File: src/common/wfd_pkg.sv
// wfd_pkg: register map, field positions, reset values and constants of the wake frame detector
// assumes a 32-bit word-addressed register bus with byte addresses in the offsets below
package wfd_pkg;
  // register byte offsets
  localparam logic [7:0] ADDR_LOW_OFS = 8'h00;
  localparam logic [7:0] ADDR_MID_OFS = 8'h04;
  localparam logic [7:0] ADDR_HIGH_OFS = 8'h08;
  localparam logic [7:0] WAKE_CTRL_OFS = 8'h0C;
  localparam logic [7:0] FILT_CFG_A_OFS = 8'h10;
  localparam logic [7:0] FILT_CFG_B_OFS = 8'h14;
  localparam logic [7:0] FILT_MASK0_OFS = 8'h18;
  localparam logic [7:0] IRQ_MASK_OFS = 8'h28;
  localparam logic [7:0] IRQ_SRC_OFS = 8'h2C;
  localparam int MASK_WORDS = 4;
  // wake control and status fields
  localparam int EXACT_EN_BIT = 0;
  localparam int BCAST_EN_BIT = 1;
  localparam int PATTERN_EN_BIT = 2;
  localparam int FILTER_EN_BIT = 3;
  localparam int SEEN_LSB = 4;
  localparam int LIGHT1_SEL_LSB = 8;
  localparam int LIGHT2_SEL_LSB = 10;
  localparam int CONFIGURED_BIT = 12;
  localparam logic [1:0] LIGHT_SEL_PME = 2'h2;
  // filter config a fields
  localparam int OFFSET_LSB = 0;
  localparam int FILT_BCAST_BIT = 8;
  localparam int FILT_ANYMC_BIT = 9;
  localparam int FILT_ADDR_BIT = 10;
  localparam int FILT_TRIG_BIT = 11;
  localparam int FILT_ENABLE_BIT = 31;
  // interrupt wake bit in mask and source registers
  localparam int IRQ_WAKE_BIT = 8;
  // frame layout and pattern constants
  localparam logic [10:0] DA_LAST = 11'h005;
  localparam logic [10:0] SA_LAST = 11'h00B;
  localparam logic [10:0] POS_MAX = 11'h7FF;
  localparam logic [2:0] SYNC_LEN = 3'h6;
  localparam logic [4:0] COPY_COUNT = 5'h10;
  localparam logic [2:0] ADDR_LAST_BYTE = 3'h5;
  localparam logic [7:0] ALL_ONES_BYTE = 8'hFF;
  localparam logic [15:0] CRC_INIT = 16'hFFFF;
  localparam logic [10:0] MASK_SPAN = 11'h080;
  // reset values
  localparam logic [31:0] ZERO_RST = 32'h0000_0000;
  typedef enum logic [1:0] {
    WFD_SEARCH = 2'b00,
    WFD_COPIES = 2'b01,
    WFD_FOUND = 2'b11
  } wfd_pattern_type;
endpackage : wfd_pkg

File: src/rtl/wfd_crc16.sv
// wfd_crc16: byte-wide crc-16 accumulator of the programmable wake filter
// assumes byte strobes on the same clock as the caller
`timescale 1ns/1ps
`default_nettype none
module wfd_crc16 (
  // clock and reset
  input wire logic clk,
  input wire logic rst,
  input wire logic ce,
  // byte input
  input wire logic init,
  input wire logic upd,
  input wire logic [7:0] data,
  // result
  output logic [15:0] crc_r
);
  logic [15:0] base;
  logic [15:0] crc_nxt;
  logic [7:0] f;

  always_comb begin
    base = init ? wfd_pkg::CRC_INIT : crc_r;
    f[0] = base[15] ^ data[0];
    for (int i = 1; i < 8; i++) begin
      f[i] = base[15 - i] ^ f[i - 1] ^ data[i];
    end
    crc_nxt[15] = base[7] ^ f[7];
    crc_nxt[14:10] = base[6:2];
    crc_nxt[9] = base[1] ^ f[0];
    crc_nxt[8] = base[0] ^ f[1];
    for (int i = 2; i < 8; i++) begin
      crc_nxt[i] = f[7 - i] ^ f[9 - i];
    end
    crc_nxt[1] = f[6];
    crc_nxt[0] = f[7];
  end

  always_ff @(posedge clk) begin
    if (rst) begin
      crc_r <= wfd_pkg::CRC_INIT;
    end else if (ce) begin
      if (upd) begin
        crc_r <= crc_nxt;
      end else if (init) begin
        crc_r <= wfd_pkg::CRC_INIT;
      end
    end
  end
endmodule : wfd_crc16
`default_nettype wire

File: src/rtl/wfd_top.sv
// wfd_top: wake frame detector with avalon-mm register slave
// assumes received bytes, frame markers and verdicts arrive on clk, one byte per strobe
//
// Notes on behaviour
// - exact-address enable: wake when destination equals the 48-bit station address.
// - every wake needs good frame check sequence and good length.
// - broadcast enable: wake on all-ones destination address.
// - any match sets interrupt, wake flag bit 8 and its kind's seen bit.
// - pattern frames must be unicast-to-station or broadcast; sync then sixteen copies.
// - broken copy run restarts the search for the sync run.
// - sync plus copies accepted anywhere after the source address.
// - filter crc-16 over mask-selected bytes compared to expected value.
// - mask bit j selects frame byte offset plus j, 128 bytes span.
// - address check: only the station address counts as specific match.
// - filter address verdict ors specific, any-multicast and broadcast.
// - unicast wakes if check off or address matches; broadcast if enabled.
// - multicast wakes if any-multicast on, or check on and address matches.
// - filter wake enable: each frame tested, seen bit set on pass.
// - power event output selectable on either status light pin.
// - crc starts all ones per frame, bitwise feedback, data bit 0 first.
// - pattern offset zero is the first destination address byte.
// - power event stays asserted until seen bits 7:4 are cleared.
// - wake configuration survives software reset.
//
// Added by the designer: the register addresses and the Avalon-MM register port.
`timescale 1ns/1ps
`default_nettype none
module wfd_top #(
  parameter int MASK_BITS = 128
) (
  // clock, reset, enable
  input wire logic clk,
  input wire logic rst,
  input wire logic ce,
  input wire logic soft_rst,
  // avalon-mm slave
  input wire logic [7:0] avs_address,
  input wire logic avs_read,
  input wire logic avs_write,
  input wire logic [31:0] avs_writedata,
  input wire logic [3:0] avs_byteenable,
  output logic [31:0] avs_readdata,
  output logic avs_waitrequest,
  // received frame
  input wire logic rx_valid,
  input wire logic rx_sof,
  input wire logic [7:0] rx_data,
  input wire logic rx_end,
  input wire logic rx_fcs_ok,
  input wire logic rx_len_ok,
  // light sources from the link logic
  input wire logic light_one_src,
  input wire logic light_two_src,
  // pins
  output logic irq_out_n,
  output logic power_event_out_n,
  output logic status_light_one,
  output logic status_light_two
);
  logic [15:0] station_addr_low_r;
  logic [15:0] station_addr_mid_r;
  logic [15:0] station_addr_high_r;
  logic [12:0] wake_ctrl_status_r;
  logic [31:0] filter_config_a_r;
  logic [15:0] filter_config_b_r;
  logic [MASK_BITS-1:0] filter_byte_mask_r;
  logic irq_mask_r;
  logic irq_src_r;
  logic [47:0] station;
  logic acc_wr;
  logic [31:0] be_mask;
  logic [31:0] rd_nxt;
  // frame side
  logic [10:0] pos;
  logic [10:0] pos_r;
  logic in_frame_r;
  logic da_eq_r;
  logic da_bc_r;
  logic da_mc_r;
  logic [7:0] sta_byte;
  logic [2:0] idx_r;
  logic [2:0] sync_r;
  logic [4:0] copies_r;
  wfd_pkg::wfd_pattern_type pat_r;
  logic [10:0] rel;
  logic sel_byte;
  logic [15:0] crc_val;
  logic good_end;
  logic hit_exact;
  logic hit_bcast;
  logic hit_pat;
  logic hit_filt;
  logic filt_addr_ok;
  logic any_hit;
  logic [3:0] seen_clr;

  assign station = {station_addr_high_r, station_addr_mid_r, station_addr_low_r};
  assign acc_wr = avs_write && !avs_waitrequest;
  always_comb begin
    for (int b = 0; b < 4; b++) begin
      be_mask[b*8 +: 8] = avs_byteenable[b] ? 8'hFF : 8'h00;
    end
  end

  // bus handshake: one wait cycle, data registered with waitrequest low
  always_ff @(posedge clk) begin
    if (rst) begin
      avs_waitrequest <= 1'b1;
      avs_readdata <= wfd_pkg::ZERO_RST;
    end else if (ce) begin
      if (avs_waitrequest && (avs_read || avs_write)) begin
        avs_waitrequest <= 1'b0;
        avs_readdata <= avs_read ? rd_nxt : wfd_pkg::ZERO_RST;
      end else begin
        avs_waitrequest <= 1'b1;
      end
    end
  end

  // read mux; unmapped reads give zero
  always_comb begin
    rd_nxt = wfd_pkg::ZERO_RST;
    unique case (avs_address)
      wfd_pkg::ADDR_LOW_OFS: rd_nxt = {16'h0000, station_addr_low_r};
      wfd_pkg::ADDR_MID_OFS: rd_nxt = {16'h0000, station_addr_mid_r};
      wfd_pkg::ADDR_HIGH_OFS: rd_nxt = {16'h0000, station_addr_high_r};
      wfd_pkg::WAKE_CTRL_OFS: rd_nxt = {19'h00000, wake_ctrl_status_r};
      wfd_pkg::FILT_CFG_A_OFS: rd_nxt = filter_config_a_r;
      wfd_pkg::FILT_CFG_B_OFS: rd_nxt = {16'h0000, filter_config_b_r};
      wfd_pkg::IRQ_MASK_OFS: rd_nxt[wfd_pkg::IRQ_WAKE_BIT] = irq_mask_r;
      wfd_pkg::IRQ_SRC_OFS: rd_nxt[wfd_pkg::IRQ_WAKE_BIT] = irq_src_r;
      default: begin
        for (int w = 0; w < wfd_pkg::MASK_WORDS; w++) begin
          if (avs_address == wfd_pkg::FILT_MASK0_OFS + 8'(4 * w)) begin
            rd_nxt = filter_byte_mask_r[w*32 +: 32];
          end
        end
      end
    endcase
  end

  // station address; not touched by soft reset
  always_ff @(posedge clk) begin
    if (rst) begin
      station_addr_low_r <= 16'h0000;
      station_addr_mid_r <= 16'h0000;
      station_addr_high_r <= 16'h0000;
    end else if (ce && acc_wr) begin
      if (avs_address == wfd_pkg::ADDR_LOW_OFS) begin
        station_addr_low_r <= (station_addr_low_r & ~be_mask[15:0]) | (avs_writedata[15:0] & be_mask[15:0]);
      end
      if (avs_address == wfd_pkg::ADDR_MID_OFS) begin
        station_addr_mid_r <= (station_addr_mid_r & ~be_mask[15:0]) | (avs_writedata[15:0] & be_mask[15:0]);
      end
      if (avs_address == wfd_pkg::ADDR_HIGH_OFS) begin
        station_addr_high_r <= (station_addr_high_r & ~be_mask[15:0]) | (avs_writedata[15:0] & be_mask[15:0]);
      end
    end
  end

  // filter byte mask words
  generate
    for (genvar w = 0; w < MASK_BITS / 32; w++) begin : g_mask
      always_ff @(posedge clk) begin
        if (rst) begin
          filter_byte_mask_r[w*32 +: 32] <= wfd_pkg::ZERO_RST;
        end else if (ce && acc_wr && avs_address == wfd_pkg::FILT_MASK0_OFS + 8'(4 * w)) begin
          filter_byte_mask_r[w*32 +: 32] <= (filter_byte_mask_r[w*32 +: 32] & ~be_mask) | (avs_writedata & be_mask);
        end
      end
    end
  endgenerate

  // wake control/status: enables and selects written, seen bits write-one-to-clear
  assign seen_clr = (acc_wr && avs_address == wfd_pkg::WAKE_CTRL_OFS) ?
                    (avs_writedata[7:4] & be_mask[7:4]) : 4'h0;
  always_ff @(posedge clk) begin
    if (rst) begin
      wake_ctrl_status_r <= 13'h0000;
    end else if (ce) begin
      if (acc_wr && avs_address == wfd_pkg::WAKE_CTRL_OFS) begin
        wake_ctrl_status_r[3:0] <= (wake_ctrl_status_r[3:0] & ~be_mask[3:0]) | (avs_writedata[3:0] & be_mask[3:0]);
        wake_ctrl_status_r[12:8] <= (wake_ctrl_status_r[12:8] & ~be_mask[12:8]) | (avs_writedata[12:8] & be_mask[12:8]);
      end
      // set beats clear
      wake_ctrl_status_r[7:4] <= (wake_ctrl_status_r[7:4] & ~seen_clr) | {hit_filt, hit_pat, hit_bcast, hit_exact};
    end
  end

  // filter configuration a and b
  always_ff @(posedge clk) begin
    if (rst) begin
      filter_config_a_r <= wfd_pkg::ZERO_RST;
      filter_config_b_r <= 16'h0000;
    end else if (ce) begin
      if (acc_wr && avs_address == wfd_pkg::FILT_CFG_A_OFS) begin
        filter_config_a_r <= ((filter_config_a_r & ~be_mask) | (avs_writedata & be_mask)) & 32'h8000_07FF;
        filter_config_a_r[wfd_pkg::FILT_TRIG_BIT] <= hit_filt ||
          (filter_config_a_r[wfd_pkg::FILT_TRIG_BIT] && !(avs_writedata[wfd_pkg::FILT_TRIG_BIT] && avs_byteenable[1]));
      end else if (hit_filt) begin
        filter_config_a_r[wfd_pkg::FILT_TRIG_BIT] <= 1'b1;
      end
      if (acc_wr && avs_address == wfd_pkg::FILT_CFG_B_OFS) begin
        filter_config_b_r <= (filter_config_b_r & ~be_mask[15:0]) | (avs_writedata[15:0] & be_mask[15:0]);
      end
    end
  end

  // interrupt mask and source; cleared by soft reset too
  always_ff @(posedge clk) begin
    if (rst) begin
      irq_mask_r <= 1'b0;
      irq_src_r <= 1'b0;
    end else if (ce) begin
      if (soft_rst) begin
        irq_mask_r <= 1'b0;
        irq_src_r <= any_hit;
      end else begin
        if (acc_wr && avs_address == wfd_pkg::IRQ_MASK_OFS && avs_byteenable[1]) begin
          irq_mask_r <= avs_writedata[wfd_pkg::IRQ_WAKE_BIT];
        end
        irq_src_r <= any_hit || (irq_src_r && !(acc_wr && avs_address == wfd_pkg::IRQ_SRC_OFS &&
                     avs_byteenable[1] && avs_writedata[wfd_pkg::IRQ_WAKE_BIT]));
      end
    end
  end

  // frame position and destination address verdicts
  assign pos = rx_sof ? 11'h000 : pos_r;
  assign sta_byte = station[idx_r*8 +: 8];
  always_ff @(posedge clk) begin
    if (rst) begin
      pos_r <= 11'h000;
      in_frame_r <= 1'b0;
      da_eq_r <= 1'b0;
      da_bc_r <= 1'b0;
      da_mc_r <= 1'b0;
    end else if (ce) begin
      if (soft_rst || rx_end) begin
        in_frame_r <= 1'b0;
      end else if (rx_valid && rx_sof) begin
        in_frame_r <= 1'b1;
      end
      if (rx_valid && (rx_sof || in_frame_r)) begin
        pos_r <= (pos == wfd_pkg::POS_MAX) ? pos : pos + 11'h001;
        if (pos <= wfd_pkg::DA_LAST) begin
          da_eq_r <= (rx_sof || da_eq_r) && rx_data == station[pos[2:0]*8 +: 8];
          da_bc_r <= (rx_sof || da_bc_r) && rx_data == wfd_pkg::ALL_ONES_BYTE;
          if (pos == 11'h000) begin
            da_mc_r <= rx_data[0];
          end
        end
      end
    end
  end

  // wake pattern search: sync run then sixteen station address copies
  always_ff @(posedge clk) begin
    if (rst) begin
      pat_r <= wfd_pkg::WFD_SEARCH;
      sync_r <= 3'h0;
      idx_r <= 3'h0;
      copies_r <= 5'h00;
    end else if (ce) begin
      if (soft_rst || (rx_valid && rx_sof)) begin
        pat_r <= wfd_pkg::WFD_SEARCH;
        sync_r <= 3'h0;
        idx_r <= 3'h0;
        copies_r <= 5'h00;
      end else if (rx_valid && in_frame_r && pos > wfd_pkg::SA_LAST) begin
        unique case (pat_r)
          wfd_pkg::WFD_SEARCH: begin
            if (rx_data == wfd_pkg::ALL_ONES_BYTE) begin
              if (sync_r + 3'h1 == wfd_pkg::SYNC_LEN) begin
                pat_r <= wfd_pkg::WFD_COPIES;
                idx_r <= 3'h0;
                copies_r <= 5'h00;
              end else begin
                sync_r <= sync_r + 3'h1;
              end
            end else begin
              sync_r <= 3'h0;
            end
          end
          wfd_pkg::WFD_COPIES: begin
            if (rx_data == sta_byte) begin
              idx_r <= (idx_r == wfd_pkg::ADDR_LAST_BYTE) ? 3'h0 : idx_r + 3'h1;
              if (idx_r == wfd_pkg::ADDR_LAST_BYTE) begin
                copies_r <= copies_r + 5'h01;
                if (copies_r + 5'h01 == wfd_pkg::COPY_COUNT) begin
                  pat_r <= wfd_pkg::WFD_FOUND;
                end
              end
            end else if (!(copies_r == 5'h00 && idx_r == 3'h0 && rx_data == wfd_pkg::ALL_ONES_BYTE)) begin
              pat_r <= wfd_pkg::WFD_SEARCH;
              sync_r <= (rx_data == wfd_pkg::ALL_ONES_BYTE) ? 3'h1 : 3'h0;
              idx_r <= 3'h0;
            end
          end
          wfd_pkg::WFD_FOUND: begin
            pat_r <= wfd_pkg::WFD_FOUND;
          end
          default: begin
            pat_r <= wfd_pkg::WFD_SEARCH;
          end
        endcase
      end
    end
  end

  // filter byte selection and crc
  assign rel = pos - 11'(filter_config_a_r[wfd_pkg::OFFSET_LSB +: 8]);
  assign sel_byte = rx_valid && (rx_sof || in_frame_r) &&
                    pos >= 11'(filter_config_a_r[wfd_pkg::OFFSET_LSB +: 8]) &&
                    rel < wfd_pkg::MASK_SPAN && filter_byte_mask_r[rel[6:0]];

  wfd_crc16 u_crc (
    .clk(clk),
    .rst(rst),
    .ce(ce),
    .init(rx_valid && rx_sof),
    .upd(sel_byte),
    .data(rx_data),
    .crc_r(crc_val)
  );

  // frame-end verdicts
  always_comb begin
    filt_addr_ok = 1'b0;
    if (da_bc_r) begin
      filt_addr_ok = filter_config_a_r[wfd_pkg::FILT_BCAST_BIT];
    end else if (da_mc_r) begin
      filt_addr_ok = filter_config_a_r[wfd_pkg::FILT_ANYMC_BIT] ||
                     (filter_config_a_r[wfd_pkg::FILT_ADDR_BIT] && da_eq_r);
    end else begin
      filt_addr_ok = !filter_config_a_r[wfd_pkg::FILT_ADDR_BIT] || da_eq_r;
    end
  end
  assign good_end = ce && rx_end && in_frame_r && rx_fcs_ok && rx_len_ok && !soft_rst;
  assign hit_exact = good_end && wake_ctrl_status_r[wfd_pkg::EXACT_EN_BIT] && da_eq_r;
  assign hit_bcast = good_end && wake_ctrl_status_r[wfd_pkg::BCAST_EN_BIT] && da_bc_r;
  assign hit_pat = good_end && wake_ctrl_status_r[wfd_pkg::PATTERN_EN_BIT] &&
                   pat_r == wfd_pkg::WFD_FOUND && (da_eq_r || da_bc_r);
  assign hit_filt = good_end && wake_ctrl_status_r[wfd_pkg::FILTER_EN_BIT] &&
                    filter_config_a_r[wfd_pkg::FILT_ENABLE_BIT] &&
                    crc_val == filter_config_b_r && filt_addr_ok;
  assign any_hit = hit_exact || hit_bcast || hit_pat || hit_filt;

  // pins
  always_ff @(posedge clk) begin
    if (rst) begin
      irq_out_n <= 1'b1;
      power_event_out_n <= 1'b1;
      status_light_one <= 1'b0;
      status_light_two <= 1'b0;
    end else if (ce) begin
      irq_out_n <= !(irq_src_r && irq_mask_r);
      power_event_out_n <= !(|wake_ctrl_status_r[7:4]);
      status_light_one <= (wake_ctrl_status_r[wfd_pkg::LIGHT1_SEL_LSB +: 2] == wfd_pkg::LIGHT_SEL_PME) ?
                          !(|wake_ctrl_status_r[7:4]) : light_one_src;
      status_light_two <= (wake_ctrl_status_r[wfd_pkg::LIGHT2_SEL_LSB +: 2] == wfd_pkg::LIGHT_SEL_PME) ?
                          !(|wake_ctrl_status_r[7:4]) : light_two_src;
    end
  end
endmodule : wfd_top
`default_nettype wire

File: config.mk
export PLATFORM = sky130hd
export DESIGN_NAME = wfd_top
export DESIGN_NICKNAME = d
export VERILOG_FILES = /design/src/common/wfd_pkg.sv /design/src/rtl/wfd_crc16.sv /design/src/rtl/wfd_top.sv
export SDC_FILE = /design/constraint.sdc
export NUM_CORES = 1
export LEC_CHECK = 0
export BUFFER_PORTS_ARGS = -buffer_cell sky130_fd_sc_hd__buf_2
export CORE_ASPECT_RATIO = 2
export CORE_MARGIN = 8
export CORE_UTILIZATION = 48
export CTS_CLUSTER_DIAMETER = 200
export CTS_CLUSTER_SIZE = 8
export DETAILED_ROUTE_END_ITERATION = 7
export PLACE_DENSITY_LB_ADDON = 0.05
export SLEW_MARGIN = 20
export SYNTH_ARGS = -nofsm -noshare
export SYNTH_HDL_FRONTEND = slang
export SYNTH_SLANG_ARGS = --single-unit
File: constraint.sdc
create_clock -name clk -period 10.1 [get_ports clk]
set_clock_uncertainty 0.1 [all_clocks]
set_input_delay 3.03 -clock clk [delete_from_list [all_inputs] [get_ports clk]]
set_output_delay 3.03 -clock clk [all_outputs]
set_load 0.02 [all_outputs]
==> qor.json, run 1 <==
{
  "fp.dieArea_mm2": 0.0396,
  "synth.cells.most_frequent": "nand2_1, dfxtp_1, a21oi_1",
  "routed-via-count": 15551,
  "tns_ps": 0,
  "min_period_over_period_pct": 69.3,
  "cts_hold_buffers": 0,
  "largest_family_of_logic_cells_by_synthesized_area": "simple AND/OR/NAND/NOR gates",
  "tritoncts.num_buffers": 43,
  "end_kind": "flop",
  "layout_min_cycle_time_ps": 7000,
  "synth_xor_xnor_area_share_pct": 4.16,
  "root_buffer": "clkbuf_16",
  "clock_path_buffers": 3,
  "layout.nets": 2068,
  "area_delta_synth_final_pct": 11.2,
  "leakage_nw": 5.65,
  "synth.most_common_cell": "nand2_1",
  "average_via_count_per_standard_cell": 6.42,
  "ioPinCount": 102,
  "final_weighted_congestion_of_routability_driven_global_placement": 0.948,
  "post_synth.cell_area_avg_um2": 8.03,
  "drt-wirelength-per-cell_um": 26.4,
  "result_of_the_run": "complete, no violations",
  "yosys-top-cells-area": "dfxtp_1, nand2_1, a21oi_1, mux4_2, nand3_1",
  "grt_pass1_wl_um": 94600,
  "critical_path_peak_fanout": 30,
  "drt-pass1-iter-count": 7,
  "critical-path-slowest-cell": "fa_2",
  "final.setup.worst_slack_ps": 3100,
  "async_flop_share_pct": 0,
  "share_of_yosys_cell_area_claimed_by_the_top_area_cell_type_pct": 37.8,
  "layout-drive-gt1-share_pct": 12.3,
  "drc_errors": 0,
  "postRouteAntennaNets": 0,
  "ys_ff_latch": 301,
  "hold_class": "flop to flop",
  "power.ir.vdd_worst_mv": 0.139,
  "synth_nets": 2064,
  "synth_top_area_cell": "dfxtp_1",
  "cts_tree": "yes",
  "totalWireLength_um": 63800,
  "cts.clk_slew.worst_paths_ps": 50,
  "cp_cell_sequence": "buf_2 -> nor2b_1 -> inv_1 -> ha_1 -> inv_1 -> fa_2 -> buf_4 -> mux4_2 -> mux4_2 -> mux2_2 -> o211ai_2 -> a21oi_4 -> mux2i_1",
  "place.detailed.instances": 2374,
  "maximum_number_of_pins_on_one_net_before_global_route_repair": 176,
  "critical_path.startpoint_type": "input pin",
  "yosysSeqAreaShare_pct": 37.8,
  "clock_insertion_delay_at_the_later_pin_of_the_skew_report_ps": 560,
  "dr.first_iter.drc_count": 1715,
  "antenna_found_initial": 1,
  "final-instance-count-excl-fill": 2421,
  "number_of_buffers_inserted_to_repair_setup_after_cts": 0,
  "synth_warnings": 0,
  "synth.mux.area_fraction_pct": 9.66,
  "cts.sink_count": 301,
  "gr-total-overflow": 0,
  "power_density_relative_to_cell_area_mw_per_mm2": 150,
  "dp_worst_setup_slack_ps": 2520,
  "achievable_frequency_mhz": 143,
  "synth_area_in_compound_gates_pct": 19.4,
  "num_rows": 94,
  "core_area_mm2": 0.0328,
  "timing.critical_path.arrival_ps": 7300,
  "relSlewSlack_pct": 22.7,
  "path_delay_family": "multiplexers",
  "cts.repair.resized": 0,
  "finalHoldViolCount": 0,
  "rsz0062_at_grt": "false",
  "via_count_of_the_first_global_routing_pass": 14997,
  "synth_simple_gate_area_share_pct": 22.6,
  "final-setup-viol-count": 0,
  "floorplan.die.width_um": 145,
  "yosysUniqueCellTypes": 69,
  "die_height_um": 274,
  "worstPathRequired_ps": 10400,
  "syn_area_mm2": 0.0159,
  "critical-path-max-stage-delay_ps": 840,
  "diodes": 0,
  "worst-setup-path-type": "input pin to flop",
  "max-cap-violations": 0,
  "final_max_slew_viol_count": 0,
  "total_routing_resource_utilization_after_global_routing_pct": 32.3,
  "hpwl_um": 46000,
  "number_of_enable_flip_flop_cells_after_synthesis": 0,
  "synthesis.instances": 1983,
  "crit_buf_inv": 4,
  "initial_core_util_pct": 48.5,
  "prevailing_post_synth_register_cell": "dfxtp_1",
  "tightestPinTransition_ps": 1160,
  "yosys.area_share.adder_pct": 1.30,
  "place.port_buffers": 101,
  "cts_htree_levels": 2
}
==> metrics by stage <==
stage	hold slack (ps)	util (%)	power (W)	instance area, µm²
6_report	360	54.0	0.00265	17700
5_1_grt	373	54.0	0.00273	17700
4_1_cts	365	54.0	0.00266	17700
3_5_place_dp	358	50.5	0.00136	16600
3_3_place_gp	355	50.5	0.00136	16600
2_1_floorplan	336	-	0.00131	15900
==> logic make-up (layout without fill, tap and decap cells) <==
kind of cell	Yosys count	count (layout)
xor+xnor	74	74
simple gates	807	807
buf+inv	197	203
mux	100	100
flops	301	301
compound gates	488	488
fa+ha+maj	16	16
==> worst paths after layout <==
kind / slack, ps / cells after the start / startpoint / end
max reg2reg: 5450 / 12 / pos_r[0] / u_crc.crc_r[0]
max: 3100 / 13 / rx_sof / u_crc.crc_r[0]
min reg2reg: 360 / 2 / avs_readdata[8] / avs_readdata[8]
min: 360 / 2 / avs_readdata[8] / avs_readdata[8]
==> layout by cell type, fill, tap and decap left out, drive strengths merged, types with 12 or more instances in the layout <==
master	instances
buf	123
ha	15
a22oi	25
o21ai	33
mux4	42
nor3	38
a222oi	45
dfxtp	301
xnor2	49
nor2b	17
mux2i	48
nor2	104
clkbuf	45
inv	34
nand4	19
a221oi	20
nand3	166
a22o	13
nand2	391
a31oi	22
and2	20
xor2	24
a21oi	266
o211ai	12
==> metal layers <==
| metal | part of all wire, % | routed length, µm | global-route usage [%] |
|---|---|---|---|
| met5 | 0 | 0 | 0 |
| met4 | 9.7 | 6190 | 27.8 |
| met3 | 6.3 | 4040 | 5.15 |
| met2 | 51 | 32500 | 56.4 |
| met1 | 33 | 21000 | 32.3 |
==> layout make-up <==
cell class	instances	area, µm²
fillers	3145	15100
repair buffers	123	693
multi-input cells	1485	9180
well taps	432	541
clock buffers	45	1130
clock inverters	2	25.0
inverters	33	124
flip-flops and latches	301	6030
==> worst register-to-register path, stage by stage, from the launching register on <==
cell	delay (ps)
dfxtp_1	470
nor2b_1	230
inv_1	150
ha_1	220
inv_1	80
fa_2	840
buf_4	440
mux4_2	570
mux4_2	490
mux2_2	280
o211ai_2	190
a21oi_4	230
mux2i_1	210
==> report_power, final <==
group          switching, W  internal (W)  total [W]
Clock              0.000530      0.000780    0.00131
Sequential       0.00000476       0.00119    0.00120
Combinational      0.000107     0.0000403   0.000147
Total              0.000642       0.00201    0.00265
Note: power is estimated with default switching activity, not from simulation.
==> run 2: changes to the inputs <==
==> constraint.sdc (replaced) <==
create_clock -name clk -period 6.65 [get_ports clk]
set_clock_uncertainty 0.1 [all_clocks]
set_input_delay 1.995 -clock clk [delete_from_list [all_inputs] [get_ports clk]]
set_output_delay 1.995 -clock clk [all_outputs]
set_load 0.02 [all_outputs]
==> run 2 against run 1 <==
Hold slack got worse by 3.0 ps. Worst setup slack worse by 2000 ps. Flip-flop and latch count is the same. Register-to-register slack lost 3300 ps. Sequential power grew 52%. Non-clock buffer count up 13. Critical path depth unchanged. Critical endpoint is now u_crc.crc_r[2]. Largest cell class unchanged.
==> qor.json, run 2 (synthesis results as in run 1) <==
{
  "min_period_over_period_pct": 83.2,
  "worst-setup-path-type": "input pin to flop",
  "cts.repair.resized": 0,
  "via_count_of_the_first_global_routing_pass": 15420,
  "met1_length_um": 21100,
  "cts.clk_slew.worst_paths_ps": 50,
  "ioPinCount": 102,
  "core_area_mm2": 0.0328,
  "final_max_slew_viol_count": 0,
  "leakage_nw": 5.71,
  "final_weighted_congestion_of_routability_driven_global_placement": 1.02,
  "internal-power_w": 0.00303,
  "switching_share_pct": 24.0,
  "fp.dieArea_mm2": 0.0396,
  "result_of_the_run": "complete, no violations",
  "critical-path-slowest-cell": "o21ai_0",
  "tritoncts.num_buffers": 43,
  "rsz0062_at_grt": "false",
  "layout-drive-gt1-share_pct": 12.8,
  "min_to": "avs_readdata[8]",
  "antenna_found_initial": 1,
  "routed-via-count": 15620,
  "maximum_number_of_pins_on_one_net_before_global_route_repair": 182,
  "root_buffer": "clkbuf_16",
  "postLayoutCoreUtil_pct": 54.2,
  "initial_core_util_pct": 48.5,
  "final-instance-count-excl-fill": 2434,
  "layout_min_cycle_time_ps": 5530,
  "critical_path.startpoint_type": "input pin",
  "grt_pass1_wl_um": 95900,
  "clock_path_buffers": 3,
  "worstPathRequired_ps": 7020,
  "whs_path_depth": 2,
  "max-cap-violations": 0,
  "power.share.sequential_pct": 45.5,
  "hold_class": "flop to flop",
  "reg2reg_slack_ps": 2190,
  "power_density_relative_to_cell_area_mw_per_mm2": 224,
  "cts.sink_count": 301,
  "worstHoldStart": "avs_readdata[8]",
  "met2RoutedLength_um": 32400,
  "floorplan.die.width_um": 145,
  "dr.first_iter.drc_count": 1467,
  "r2r.worst_path.cells": 14,
  "critical_path.reg2reg.startpoint": "pos_r[0]",
  "cts_htree_levels": 2,
  "netSwitchingPower_w": 0.000958,
  "tns_ps": 0,
  "num_rows": 94,
  "layout.nets": 2081,
  "crit_buf_inv": 3,
  "gr-total-overflow": 0,
  "route.met3.wl_um": 3890,
  "power.ir.vdd_worst_mv": 0.192,
  "die_height_um": 274,
  "average_via_count_per_standard_cell": 6.42,
  "drc_errors": 0,
  "final-setup-viol-count": 0,
  "reg2reg_to": "u_crc.crc_r[2]",
  "power_frac_clock_pct": 48.8,
  "finalHoldViolCount": 0,
  "achievable_frequency_mhz": 181,
  "critical-path-max-stage-delay_ps": 790,
  "number_of_buffers_inserted_to_repair_setup_after_cts": 0,
  "relSlewSlack_pct": 22.1,
  "cp_cell_sequence": "buf_2 -> buf_4 -> nor2b_1 -> ha_1 -> a21o_1 -> o21ai_0 -> and2_1 -> mux2_2 -> a211oi_1 -> nand4_1 -> a21oi_4 -> buf_4 -> mux2i_1",
  "timing.critical_path.arrival_ps": 5900,
  "hold_slack_ps": 357,
  "place.detailed.instances": 2387,
  "cts_tree": "yes",
  "clock_insertion_delay_at_the_later_pin_of_the_skew_report_ps": 550,
  "crit_start": "rx_sof",
  "drt-pass1-iter-count": 8,
  "total_routing_resource_utilization_after_global_routing_pct": 32.4,
  "critical_path_peak_fanout": 28,
  "tightestPinTransition_ps": 1160,
  "topRoutingLayerUsed": "met5",
  "path_delay_family": "compound AO/OA/AOI/OAI gates",
  "totalWireLength_um": 64300,
  "most-common-layout-cells": "nand2_1, dfxtp_1, a21oi_1, nand3_1, buf_2",
  "end_kind": "flop",
  "cts_hold_buffers": 0,
  "timing.critical_path.mode_cell": "buf_4",
  "diodes": 0,
  "power.combinational.fraction_pct": 5.7,
  "drt-wirelength-per-cell_um": 26.4,
  "final_common_cell": "nand2_1",
  "hpwl_um": 46900,
  "postRouteAntennaNets": 0,
  "area_delta_synth_final_pct": 11.7,
  "place.port_buffers": 101
}
-- run 2: power groups by stage --
stage	logic (W)	registers [W]	clock network, W
after floorplan	0.000134	0.00185	0
after global placement	0.000222	0.00185	0
after detailed placement	0.000222	0.00185	0
after CTS	0.000223	0.00182	0.00197
after global routing	0.000237	0.00181	0.00204
final	0.000226	0.00182	0.00195
-- run 2: how the worst max path moves through the flow --
stage | slack (ps) | endpoint | cells after the start
2_1_floorplan | 640 | u_crc.crc_r[12] | 18
3_3_place_gp | 840 | u_crc.crc_r[15] | 16
3_5_place_dp | 830 | u_crc.crc_r[2] | 15
4_1_cts | 1380 | u_crc.crc_r[2] | 15
5_1_grt | 1070 | u_crc.crc_r[3] | 13
6_report | 1120 | u_crc.crc_r[2] | 13
-- run 2: routing by layer --
metal | up-vias | GRT usage, %
met5 | - | 0
met4 | 2 | 30.0
met3 | 289 | 5.41
met2 | 718 | 56.6
met1 | 7449 | 31.7
li1 | 7162 | -
-- run 2: metrics by stage --
stage / cell area, µm² / power (W) / setup slack (ps)
finish: 17800 / 0.00399 / 1120
floorplan: 15900 / 0.00198 / 636
detailed placement: 16700 / 0.00207 / 825
global placement: 16700 / 0.00207 / 845
CTS: 17800 / 0.00401 / 1380
global route: 17800 / 0.00409 / 1070
-- run 2: final cells by class --
type	count	area, µm²
Multi-Input combinational cell	1485	9170
Clock inverter	3	30.0
Clock buffer	44	1100
Timing Repair Buffer	136	803
Fill cell	3160	15000
Tap cell	432	541
Inverter	33	124
Sequential cell	301	6030
-- run 2: worst register-to-register path, stage by stage (launching register included) --
cell	delay, ps
dfxtp_1	470
nor2b_1	230
inv_1	120
ha_1	220
inv_1	80
fa_2	390
and3_1	190
o21ai_0	770
and2_1	330
mux2_2	360
a211oi_1	210
nand4_1	190
a21oi_4	170
buf_4	330
mux2i_1	240
